### config.mk
export PLATFORM = sky130hd
export DESIGN_NAME = ebcsp_top
export DESIGN_NICKNAME = d
export VERILOG_FILES = /design/src/hw/ebcsp_pkg.sv /design/src/hw/ebcsp_top.sv
export SDC_FILE = /design/constraint.sdc
export NUM_CORES = 1
export LEC_CHECK = 0
export BUFFER_PORTS_ARGS = -buffer_cell sky130_fd_sc_hd__buf_4
export CORE_ASPECT_RATIO = 0.9
export CORE_MARGIN = 4
export CORE_UTILIZATION = 55
export CTS_CLUSTER_DIAMETER = 100
export CTS_CLUSTER_SIZE = 28
export DETAILED_ROUTE_END_ITERATION = 10
export HOLD_SLACK_MARGIN = 0.05
export PLACE_DENSITY_LB_ADDON = 0.12
export SYNTH_ARGS = -nofsm -noshare
export SYNTH_HDL_FRONTEND = slang
export SYNTH_SLANG_ARGS = --single-unit
### constraint.sdc
create_clock -name core_clk_i -period 2 [get_ports core_clk_i]
set_input_delay 0.4 -clock core_clk_i [delete_from_list [all_inputs] [get_ports core_clk_i]]
set_output_delay 0.4 -clock core_clk_i [all_outputs]
set_load 0.05 [all_outputs]
### src/hw/ebcsp_pkg.sv
// constants for the expansion bus, chip select and port pin block
package ebcsp_pkg;
  // internal register offsets (internal region is 16'h0000 to 16'h01FF)
  localparam logic [15:0] OFS_PA_DATA = 16'h0000;
  localparam logic [15:0] OFS_PB_DATA = 16'h0001;
  localparam logic [15:0] OFS_PC_DATA = 16'h0002;
  localparam logic [15:0] OFS_PD_DATA = 16'h0003;
  localparam logic [15:0] OFS_PA_DIR = 16'h0004;
  localparam logic [15:0] OFS_PB_DIR = 16'h0005;
  localparam logic [15:0] OFS_PC_DIR = 16'h0006;
  localparam logic [15:0] OFS_PD_DIR = 16'h0007;
  localparam logic [15:0] OFS_PE_DATA = 16'h0008;
  localparam logic [15:0] OFS_PE_DIR = 16'h0009;
  localparam logic [15:0] OFS_PD_MODE = 16'h000A;
  localparam logic [15:0] OFS_PE_MODE = 16'h000B;
  localparam logic [15:0] OFS_TIMER_CTRL = 16'h000C;
  localparam logic [15:0] OFS_INT_CTRL = 16'h000D;
  localparam logic [15:0] OFS_WAKE_EN = 16'h000E;
  localparam logic [15:0] OFS_IRQ_STATUS = 16'h000F;
  localparam logic [15:0] OFS_IRQ_MASK = 16'h0010;
  localparam logic [15:0] OFS_TIMER_A = 16'h0011;
  localparam logic [15:0] OFS_TIMER_B_LO = 16'h0012;
  localparam logic [15:0] OFS_TIMER_B_HI = 16'h0013;
  // address map
  localparam logic [15:0] INTERNAL_TOP = 16'h01FF;
  localparam logic [15:0] ROM_BASE = 16'h3000;
  // timer control fields
  localparam int TCTRL_EXT_ROM_GATING_ENABLE_BIT = 7;
  localparam int TCTRL_TA_EN_BIT = 0;
  localparam int TCTRL_TB_EN_BIT = 1;
  localparam logic [7:0] TCTRL_RESET = 8'h80;
  // interrupt control fields
  localparam int ICTRL_ENABLE_BIT = 0;
  localparam int ICTRL_EDGE_BIT = 1;
  localparam int ICTRL_HIGH_BIT = 2;
  localparam logic [7:0] ICTRL_RESET = 8'h00;
  // port d mode fields
  localparam int DMODE_PHASE_BIT = 0;
  localparam int DMODE_EXP_BIT = 1;
  localparam logic [7:0] DMODE_RESET = 8'h01;
  localparam logic [7:0] PD_DIR_RESET = 8'h01;
  // port e mode field
  localparam int EMODE_SERIAL_BIT = 0;
  // irq status bits
  localparam int IRQ_EXT_BIT = 0;
  localparam int IRQ_WAKE_BIT = 1;
  localparam int IRQ_TA_BIT = 2;
  localparam logic [7:0] IRQ_USED = 8'h07;
  // port d pin roles in expansion mode
  localparam int PD_WR_N_BIT = 3;
  localparam int PD_RD_N_BIT = 4;
  localparam int PD_UPPER_LSB = 5;
  // oscillator to bus clock divide ratio
  localparam int BUS_CLK_DIV = 2;
endpackage : ebcsp_pkg

### src/hw/ebcsp_top.sv
// expansion bus, rom chip select, port pins, timers and interrupts
// Operation
// - bus phase clock is the oscillator clock divided by two
// - low reset input forces all state to defined start values
// - ports one, two, three and five are all inputs after reset
// - every port pin has software direction and output level
// - fourth port after reset: inputs except bit 0 driving phase clock
// - fourth port may carry upper address lines 13 to 15 and controls
// - each third-port input can be a wake-up interrupt source
// - fifth port may carry the serial interface signals
// - rom mode one: rom select low only for addresses 3000h-FFFFh
// - rom mode one: rom select only during phase clock high
// - rom mode zero: rom select always low
// - rom mode zero: data bus input only, never driven
// - rom mode bit sits in timer control register at 000Ch
// - addresses 0000h-01FFh use internal map, external data ignored
// - address lines 0 to 12 always driven outputs
// - data lines bidirectional to internal bus unless input-only mode
// - external interrupt: edge or level, polarity, mask
// - low timer halt input stops both timers

module ebcsp_sync #(
  parameter int W = 1
) (
  input wire logic core_clk_i,
  input wire logic nrst_i,
  input wire logic [W-1:0] async_i,
  output logic [W-1:0] stable_o
);
  logic [W-1:0] s1_reg;
  logic [W-1:0] s2_reg;
  logic [W-1:0] s3_reg;
  // a bit changes only once the last two stages agree
  always_ff @(posedge core_clk_i or negedge nrst_i) begin
    if (!nrst_i) begin
      {s1_reg, s2_reg, s3_reg, stable_o} <= '0;
    end else begin
      s1_reg <= async_i;
      s2_reg <= s1_reg;
      s3_reg <= s2_reg;
      stable_o <= (s2_reg & s3_reg) | (stable_o & (s2_reg | s3_reg));
    end
  end
endmodule : ebcsp_sync

module ebcsp_top
  import ebcsp_pkg::*;
#(
  parameter int TIMER_B_W = 14
) (
  input wire logic core_clk_i,
  input wire logic nrst_i,
  input wire logic [15:0] reg_addr_i,
  input wire logic [7:0] reg_wdata_i,
  input wire logic reg_we_i,
  input wire logic reg_re_i,
  output logic [7:0] reg_rdata_o,
  output logic irq_o,
  output logic bus_phase_clock_o,
  output logic [12:0] low_address_lines_o,
  input wire logic [7:0] ext_data_in_i,
  output logic [7:0] ext_data_out_o,
  output logic [7:0] ext_data_oe_o,
  output logic ext_rom_select_n_o,
  input wire logic external_interrupt_in_i,
  input wire logic timer_halt_n_i,
  input wire logic [7:0] first_port_pins_in_i,
  output logic [7:0] first_port_pins_out_o,
  output logic [7:0] first_port_pins_oe_o,
  input wire logic [7:0] second_port_pins_in_i,
  output logic [7:0] second_port_pins_out_o,
  output logic [7:0] second_port_pins_oe_o,
  input wire logic [7:0] wakeup_port_pins_in_i,
  output logic [7:0] wakeup_port_pins_out_o,
  output logic [7:0] wakeup_port_pins_oe_o,
  input wire logic [7:0] expansion_port_pins_in_i,
  output logic [7:0] expansion_port_pins_out_o,
  output logic [7:0] expansion_port_pins_oe_o,
  input wire logic [3:0] serial_port_pins_in_i,
  output logic [3:0] serial_port_pins_out_o,
  output logic [3:0] serial_port_pins_oe_o,
  input wire logic [3:0] serial_out_i,
  input wire logic [3:0] serial_oe_i,
  output logic [3:0] serial_in_o
);
  if (TIMER_B_W < 9 || TIMER_B_W > 16) begin : g_bad_width
    $error("TIMER_B_W must lie between 9 and 16");
  end

  logic phase_reg;
  logic phase_next;
  logic [15:0] addr_reg;
  logic [15:0] addr_next;
  logic [7:0] tctrl_reg;
  logic [7:0] ictrl_reg;
  logic [7:0] wake_en_reg;
  logic [7:0] dmode_reg;
  logic [7:0] emode_reg;
  logic [7:0] irq_status_reg;
  logic [7:0] irq_mask_reg;
  logic [7:0] irq_set;
  logic [7:0] timer_a_reg;
  logic [TIMER_B_W-1:0] timer_b_reg;
  logic [7:0] pa_data_reg, pb_data_reg, pc_data_reg, pd_data_reg;
  logic [7:0] pa_dir_reg, pb_dir_reg, pc_dir_reg, pd_dir_reg;
  logic [3:0] pe_data_reg, pe_dir_reg;
  logic [7:0] pa_in, pb_in, pc_in, pd_in, data_in;
  logic [3:0] pe_in;
  logic [1:0] misc_in;
  logic external_interrupt_in_prev_reg;
  logic [7:0] pc_prev_reg;
  logic ext_rom_gating_enable;
  logic is_internal;
  logic timers_tick;
  logic external_interrupt_in_active;
  logic [15:0] timer_b_wide;

  assign ext_rom_gating_enable = tctrl_reg[TCTRL_EXT_ROM_GATING_ENABLE_BIT];
  assign is_internal = (reg_addr_i <= INTERNAL_TOP);

  ebcsp_sync #(.W(46)) u_sync (.core_clk_i(core_clk_i), .nrst_i(nrst_i),
    .async_i({first_port_pins_in_i, second_port_pins_in_i, wakeup_port_pins_in_i,
      expansion_port_pins_in_i, serial_port_pins_in_i, ext_data_in_i, timer_halt_n_i,
      external_interrupt_in_i}),
    .stable_o({pa_in, pb_in, pc_in, pd_in, pe_in, data_in, misc_in}));

  assign phase_next = ~phase_reg;
  always_ff @(posedge core_clk_i or negedge nrst_i) begin
    if (!nrst_i) begin
      phase_reg <= 1'b0;
    end else begin
      phase_reg <= phase_next;
    end
  end

  // the address holds between accesses so the pins do not toggle needlessly
  assign addr_next = (reg_we_i | reg_re_i) ? reg_addr_i : addr_reg;
  always_ff @(posedge core_clk_i or negedge nrst_i) begin
    if (!nrst_i) begin
      addr_reg <= 16'h0000;
    end else begin
      addr_reg <= addr_next;
    end
  end

  // control registers take defined values under reset
  always_ff @(posedge core_clk_i or negedge nrst_i) begin
    if (!nrst_i) begin
      tctrl_reg <= TCTRL_RESET;
      ictrl_reg <= ICTRL_RESET;
      wake_en_reg <= 8'h00;
      dmode_reg <= DMODE_RESET;
      emode_reg <= 8'h00;
      irq_mask_reg <= 8'h00;
    end else if (reg_we_i) begin
      // rom mode bit lives in timer control
      if (reg_addr_i == OFS_TIMER_CTRL) begin
        tctrl_reg <= reg_wdata_i;
      end else if (reg_addr_i == OFS_INT_CTRL) begin
        ictrl_reg <= reg_wdata_i;
      end else if (reg_addr_i == OFS_WAKE_EN) begin
        wake_en_reg <= reg_wdata_i;
      end else if (reg_addr_i == OFS_PD_MODE) begin
        dmode_reg <= reg_wdata_i;
      end else if (reg_addr_i == OFS_PE_MODE) begin
        emode_reg <= reg_wdata_i;
      end else if (reg_addr_i == OFS_IRQ_MASK) begin
        irq_mask_reg <= reg_wdata_i & IRQ_USED;
      end
    end
  end

  // direction resets: all inputs except fourth port bit 0
  always_ff @(posedge core_clk_i or negedge nrst_i) begin
    if (!nrst_i) begin
      {pa_data_reg, pb_data_reg, pc_data_reg, pd_data_reg, pe_data_reg} <= '0;
      {pa_dir_reg, pb_dir_reg, pc_dir_reg, pe_dir_reg} <= '0;
      pd_dir_reg <= PD_DIR_RESET;
    end else if (reg_we_i) begin
      if (reg_addr_i == OFS_PA_DATA) begin
        pa_data_reg <= reg_wdata_i;
      end else if (reg_addr_i == OFS_PB_DATA) begin
        pb_data_reg <= reg_wdata_i;
      end else if (reg_addr_i == OFS_PC_DATA) begin
        pc_data_reg <= reg_wdata_i;
      end else if (reg_addr_i == OFS_PD_DATA) begin
        pd_data_reg <= reg_wdata_i;
      end else if (reg_addr_i == OFS_PE_DATA) begin
        pe_data_reg <= reg_wdata_i[3:0];
      end else if (reg_addr_i == OFS_PA_DIR) begin
        pa_dir_reg <= reg_wdata_i;
      end else if (reg_addr_i == OFS_PB_DIR) begin
        pb_dir_reg <= reg_wdata_i;
      end else if (reg_addr_i == OFS_PC_DIR) begin
        pc_dir_reg <= reg_wdata_i;
      end else if (reg_addr_i == OFS_PD_DIR) begin
        pd_dir_reg <= reg_wdata_i;
      end else if (reg_addr_i == OFS_PE_DIR) begin
        pe_dir_reg <= reg_wdata_i[3:0];
      end
    end
  end

  // both timers halt while the halt input is low
  assign timers_tick = phase_reg & misc_in[1];
  always_ff @(posedge core_clk_i or negedge nrst_i) begin
    if (!nrst_i) begin
      timer_a_reg <= 8'h00;
      timer_b_reg <= '0;
    end else if (timers_tick) begin
      if (tctrl_reg[TCTRL_TA_EN_BIT]) begin
        timer_a_reg <= timer_a_reg + 8'h01;
      end
      if (tctrl_reg[TCTRL_TB_EN_BIT]) begin
        timer_b_reg <= timer_b_reg + TIMER_B_W'(1);
      end
    end
  end

  assign external_interrupt_in_active = ictrl_reg[ICTRL_HIGH_BIT] ? misc_in[0] : ~misc_in[0];
  always_comb begin
    irq_set = 8'h00;
    if (ictrl_reg[ICTRL_ENABLE_BIT]) begin
      if (ictrl_reg[ICTRL_EDGE_BIT]) begin
        irq_set[IRQ_EXT_BIT] = external_interrupt_in_active & (external_interrupt_in_prev_reg ^ misc_in[0]);
      end else begin
        irq_set[IRQ_EXT_BIT] = external_interrupt_in_active;
      end
    end
    // falling edge on an enabled input pin of the third port
    irq_set[IRQ_WAKE_BIT] = |(wake_en_reg & ~pc_dir_reg & pc_prev_reg & ~pc_in);
    irq_set[IRQ_TA_BIT] = timers_tick & tctrl_reg[TCTRL_TA_EN_BIT] & (&timer_a_reg);
  end

  always_ff @(posedge core_clk_i or negedge nrst_i) begin
    if (!nrst_i) begin
      external_interrupt_in_prev_reg <= 1'b0;
      pc_prev_reg <= 8'h00;
    end else begin
      external_interrupt_in_prev_reg <= misc_in[0];
      pc_prev_reg <= pc_in;
    end
  end

  // a new event wins over a write-one clear in the same cycle
  always_ff @(posedge core_clk_i or negedge nrst_i) begin
    if (!nrst_i) begin
      irq_status_reg <= 8'h00;
    end else if (reg_we_i && reg_addr_i == OFS_IRQ_STATUS) begin
      irq_status_reg <= (irq_status_reg & ~reg_wdata_i) | irq_set;
    end else begin
      irq_status_reg <= irq_status_reg | irq_set;
    end
  end

  always_ff @(posedge core_clk_i or negedge nrst_i) begin
    if (!nrst_i) begin
      irq_o <= 1'b0;
    end else begin
      irq_o <= |(irq_status_reg & irq_mask_reg);
    end
  end

  // read data valid only in the cycle after the strobe
  assign timer_b_wide = 16'(timer_b_reg);
  always_ff @(posedge core_clk_i or negedge nrst_i) begin
    if (!nrst_i) begin
      reg_rdata_o <= 8'h00;
    end else if (!reg_re_i) begin
      reg_rdata_o <= 8'h00;
    end else if (!is_internal) begin
      // external data reaches the internal bus
      reg_rdata_o <= data_in;
    end else if (reg_addr_i == OFS_PA_DATA) begin
      // internal region never looks at the data pins
      reg_rdata_o <= (pa_dir_reg & pa_data_reg) | (~pa_dir_reg & pa_in);
    end else if (reg_addr_i == OFS_PB_DATA) begin
      reg_rdata_o <= (pb_dir_reg & pb_data_reg) | (~pb_dir_reg & pb_in);
    end else if (reg_addr_i == OFS_PC_DATA) begin
      reg_rdata_o <= (pc_dir_reg & pc_data_reg) | (~pc_dir_reg & pc_in);
    end else if (reg_addr_i == OFS_PD_DATA) begin
      reg_rdata_o <= (pd_dir_reg & pd_data_reg) | (~pd_dir_reg & pd_in);
    end else if (reg_addr_i == OFS_PE_DATA) begin
      reg_rdata_o <= {4'h0, (pe_dir_reg & pe_data_reg) | (~pe_dir_reg & pe_in)};
    end else if (reg_addr_i == OFS_PA_DIR) begin
      reg_rdata_o <= pa_dir_reg;
    end else if (reg_addr_i == OFS_PB_DIR) begin
      reg_rdata_o <= pb_dir_reg;
    end else if (reg_addr_i == OFS_PC_DIR) begin
      reg_rdata_o <= pc_dir_reg;
    end else if (reg_addr_i == OFS_PD_DIR) begin
      reg_rdata_o <= pd_dir_reg;
    end else if (reg_addr_i == OFS_PE_DIR) begin
      reg_rdata_o <= {4'h0, pe_dir_reg};
    end else if (reg_addr_i == OFS_PD_MODE) begin
      reg_rdata_o <= dmode_reg;
    end else if (reg_addr_i == OFS_PE_MODE) begin
      reg_rdata_o <= emode_reg;
    end else if (reg_addr_i == OFS_TIMER_CTRL) begin
      reg_rdata_o <= tctrl_reg;
    end else if (reg_addr_i == OFS_INT_CTRL) begin
      reg_rdata_o <= ictrl_reg;
    end else if (reg_addr_i == OFS_WAKE_EN) begin
      reg_rdata_o <= wake_en_reg;
    end else if (reg_addr_i == OFS_IRQ_STATUS) begin
      reg_rdata_o <= irq_status_reg;
    end else if (reg_addr_i == OFS_IRQ_MASK) begin
      reg_rdata_o <= irq_mask_reg;
    end else if (reg_addr_i == OFS_TIMER_A) begin
      reg_rdata_o <= timer_a_reg;
    end else if (reg_addr_i == OFS_TIMER_B_LO) begin
      reg_rdata_o <= timer_b_wide[7:0];
    end else if (reg_addr_i == OFS_TIMER_B_HI) begin
      reg_rdata_o <= timer_b_wide[15:8];
    end else begin
      reg_rdata_o <= 8'h00;
    end
  end

  // external bus pins, registered from next-state values to stay aligned
  always_ff @(posedge core_clk_i or negedge nrst_i) begin
    if (!nrst_i) begin
      bus_phase_clock_o <= 1'b0;
      low_address_lines_o <= 13'h0000;
      ext_data_out_o <= 8'h00;
      ext_data_oe_o <= 8'h00;
      ext_rom_select_n_o <= 1'b0;
    end else begin
      bus_phase_clock_o <= phase_next;
      low_address_lines_o <= addr_next[12:0];
      ext_data_out_o <= reg_wdata_i;
      // drive only on external writes in rom mode one
      ext_data_oe_o <= {8{reg_we_i & ~is_internal & ext_rom_gating_enable}};
      if (!ext_rom_gating_enable) begin
        // permanently selected, quiet bus for a two-chip system
        ext_rom_select_n_o <= 1'b0;
      end else begin
        // range decode gated with phase high
        ext_rom_select_n_o <= ~((addr_next >= ROM_BASE) & phase_next);
      end
    end
  end

  // port pin drivers; pins follow software one cycle late
  always_ff @(posedge core_clk_i or negedge nrst_i) begin
    if (!nrst_i) begin
      {first_port_pins_out_o, first_port_pins_oe_o, second_port_pins_out_o} <= '0;
      {second_port_pins_oe_o, wakeup_port_pins_out_o, wakeup_port_pins_oe_o} <= '0;
      expansion_port_pins_out_o <= 8'h00;
      expansion_port_pins_oe_o <= PD_DIR_RESET;
      {serial_port_pins_out_o, serial_port_pins_oe_o, serial_in_o} <= '0;
    end else begin
      first_port_pins_out_o <= pa_data_reg;
      first_port_pins_oe_o <= pa_dir_reg;
      second_port_pins_out_o <= pb_data_reg;
      second_port_pins_oe_o <= pb_dir_reg;
      wakeup_port_pins_out_o <= pc_data_reg;
      wakeup_port_pins_oe_o <= pc_dir_reg;
      if (dmode_reg[DMODE_EXP_BIT]) begin
        // upper address and strobes replace gpio
        expansion_port_pins_out_o[7:PD_UPPER_LSB] <= addr_next[15:13];
        expansion_port_pins_out_o[PD_RD_N_BIT] <= ~(reg_re_i & ~is_internal);
        expansion_port_pins_out_o[PD_WR_N_BIT] <= ~(reg_we_i & ~is_internal);
        expansion_port_pins_out_o[2:1] <= pd_data_reg[2:1];
        expansion_port_pins_oe_o[7:PD_WR_N_BIT] <= 5'h1F;
        expansion_port_pins_oe_o[2:1] <= pd_dir_reg[2:1];
      end else begin
        expansion_port_pins_out_o[7:1] <= pd_data_reg[7:1];
        expansion_port_pins_oe_o[7:1] <= pd_dir_reg[7:1];
      end
      // bit 0 carries the phase clock
      if (dmode_reg[DMODE_PHASE_BIT]) begin
        expansion_port_pins_out_o[0] <= phase_next;
        expansion_port_pins_oe_o[0] <= 1'b1;
      end else begin
        expansion_port_pins_out_o[0] <= pd_data_reg[0];
        expansion_port_pins_oe_o[0] <= pd_dir_reg[0];
      end
      // serial interface takes over the fifth port
      if (emode_reg[EMODE_SERIAL_BIT]) begin
        serial_port_pins_out_o <= serial_out_i;
        serial_port_pins_oe_o <= serial_oe_i;
      end else begin
        serial_port_pins_out_o <= pe_data_reg;
        serial_port_pins_oe_o <= pe_dir_reg;
      end
      serial_in_o <= pe_in;
    end
  end
endmodule : ebcsp_top

==> flow_metrics.env <==
export IMPL_internal_power_uw=11900
export IMPL_violations="negative setup slack"
export IMPL_routedWlPerCell_um=23.9
export IMPL_seqPwrFrac=0.615
export IMPL_hold_violations=0
export IMPL_grt_max_degree=82
export IMPL_antenna_cells=0
export IMPL_dp_hpwl_um=33300
export IMPL_drc=0
export IMPL_synth_area_per_cell_sq_um=14.8
export IMPL_pwr_share_comb=0.081
export IMPL_setup_slack_ps=-52.6
export IMPL_busiest_layer="met2"
export IMPL_worst_setup_path_type="primary input to flip-flop"
export IMPL_r2r_slack_ps=-50
export IMPL_ys_ff_latch=450
export IMPL_setup_viol=5
export IMPL_cts_tree="yes"
export IMPL_fin_crit_ps=2050
export IMPL_dpl_cell_area_sq_um=19900
export IMPL_synth_most_common_cell="dfrtp_1"
export IMPL_arrival_ps=2540
export IMPL_use_met1=0.431
export IMPL_synthArstFlopShare=1.00
export IMPL_power_density_nw_per_um2=733
export IMPL_cp_max_fo=4
export IMPL_leakage_uw=0.0102
export IMPL_yosysWarnings=0
export IMPL_clk_pin_slew_ps=110
export IMPL_tightest_slew_ps=535
export IMPL_place_ws_ps=-777
export IMPL_drive_gt1_frac=0.429
export IMPL_ys_flop_type="dfrtp_1"
export IMPL_syn_area_sq_um=16400
export IMPL_cts_root_buffer="clkbuf_16"
export IMPL_clkSinkCount=450
export IMPL_cap_violations=0
export IMPL_fin_area_sq_um=21300
export IMPL_switching_share=0.236
export IMPL_p_sw_uw=3680
export IMPL_clockPowerShare=0.303
export IMPL_antenna_found_initial=0
export IMPL_startpoint_type="primary input"
export IMPL_htree_levels=1
export IMPL_cts_made_buffers=20
export IMPL_nNetsFinal=1595
export IMPL_ys_seq_area_frac=0.686
export IMPL_initial_core_util=0.563
export IMPL_grt_pass1_wl_um=69000
export IMPL_die_width_um=190
export IMPL_globalRouteMet3Util=0.0309
export IMPL_routed_wl_um=45700
export IMPL_skew_ps=28.0
export IMPL_synth_top_cell_area_share=0.680
export IMPL_synth_top_cells_by_count="dfrtp_1, mux2_2, nand2_1, maj3_1, nor2_1"
export IMPL_netlist_instances=1108
export IMPL_hold_ws_ps=93.5
export IMPL_grt_pass1_vias=11100
export IMPL_grt_ovfl_total=0
export IMPL_globalRouteMet2Util=0.447
export IMPL_max_freq_ghz=0.487
export IMPL_power_uw=15600
export IMPL_clock_path_buffers=3
export IMPL_max_slew_margin=0.640
export IMPL_io_pins=198
export IMPL_yosysTopAreaCell="dfrtp_1"
export IMPL_grt_setup_unrepaired="true"
export IMPL_row_count=59
export IMPL_initialDrtViolationCount=782
export IMPL_required_ps=2490
export IMPL_io_buffers=197
export IMPL_grt_util_all_layers=0.281
export IMPL_final_max_slew_viol_count=0
export IMPL_finish_utilization=0.730
export IMPL_insertion_delay_ps=550
export IMPL_synthDistinctLibCells=77
export IMPL_hold_path_class="primary input to flip-flop"
export IMPL_synth_edff_count=0
export IMPL_synth_area_leaders="dfrtp_1, mux2_2, maj3_1"
export IMPL_die_h_um=172
export IMPL_coreArea_sq_um=29200
export IMPL_vdd_drop_max_v=0.000762
export IMPL_viasPerCell=5.62
export IMPL_detail_route_antenna_nets=0
export IMPL_areaGrowthSynthToFinish_pct=29.7
export IMPL_vias=10800
export IMPL_outcome="finished with violations"
export IMPL_worstSetupEndpointType="flip-flop"
export IMPL_dieArea_sq_um=32700
export IMPL_drt_pass1_iterations=5
export IMPL_period_share=1.03
export IMPL_syn_nets=1192
export IMPL_nFillCells=1874
export IMPL_finalWeightedCongestion=1.00
==> layer usage <==
layer,share of wire,vias up,routed length (um)
li1,-,4750,-
met1,0.47,5624,21300
met2,0.46,327,21200
met3,0.045,64,2050
met4,0.025,0,1140
met5,0,-,0
==> logic make-up (layout without fill, tap and decap cells) <==
kind of cell,after synthesis,in the layout,share of synthesized area
compound gates,128,128,0.0550
xor+xnor,20,20,0.0107
fa+ha+maj,48,48,0.0296
buf+inv,64,475,0.0233
flops,450,450,0.686
mux,180,180,0.124
simple gates,218,218,0.0710
==> worst max-delay path, stage by stage <==
cell	delay [ps]
buf_6	100
or4_4	590
or4_4	590
o22ai_4	200
a311oi_4	90
and3_4	200
a221oi_2	230
o21ba_1	140
==> power groups by stage <==
stage	combinational, uW	sequential (uW)	clock, uW
final	1270	9600	4740
after detailed placement	1180	9770	0
after CTS	1260	9600	4860
after global routing	1360	9630	5140
after global placement	1160	9760	0
after floorplan	416	9790	0
==> cells in the final DEF (no fill, tap or decap), drive strengths merged, types with 8 or more instances in the layout <==
master,count
buf,387
o22ai,10
clkbuf,28
o21ai,19
maj3,46
dfrtp,446
or2,10
nor4,11
a21oi,27
or4,9
xnor2,15
or3,8
mux2,147
a31oi,10
a21boi,9
dlygate4sd3,47
mux2i,29
inv,13
nand3,33
nor2,39
nor3,23
nand2,54
==> worst paths after layout <==
path / from / endpoint / depth (start not counted)
worst max-delay path: reg_addr_i[5] / reg_rdata_o[3] / 8
worst min-delay path: serial_out_i[1] / serial_port_pins_out_o[1] / 2
worst max register to register: timer_b_reg[10] / reg_rdata_o[2] / 7
worst min register to register: u_sync.s1_reg[36] / u_sync.s2_reg[36] / 0
max in group asynchronous: nrst_i / u_sync.s2_reg[20] / 3
min in group asynchronous: nrst_i / low_address_lines_o[4] / 2
==> timing repair <==
action                                  in CTS  in global routing
hold endpoints to repair                    68                  0
endpoints found under the setup margin      45                 63
resized for setup                           21                 39
hold buffers                                47                  0
pin swaps                                   19                 30
setup buffers                                5                 11
gates cloned                                 0                  0
==> metrics by stage <==
step,setup TNS (ps),instances
after floorplan,-29140,1108
after CTS,-106,1907
after detailed placement,-63350,1825
after global routing,-690,1915
final,-181,1915
after global placement,-59020,1825
==> final cells by class <==
type | count | area [sq um] | share of cell area
Sequential cell | 450 | 11300 | 0.529
Tap cell | 396 | 495 | 0.0233
Multi-Input combinational cell | 594 | 5270 | 0.247
Clock inverter | 2 | 27.5 | 0.00129
Timing Repair Buffer | 434 | 3630 | 0.170
Clock buffer | 28 | 562 | 0.0264
Inverter | 11 | 41.3 | 0.00194
(Power assumes the default switching activity.)
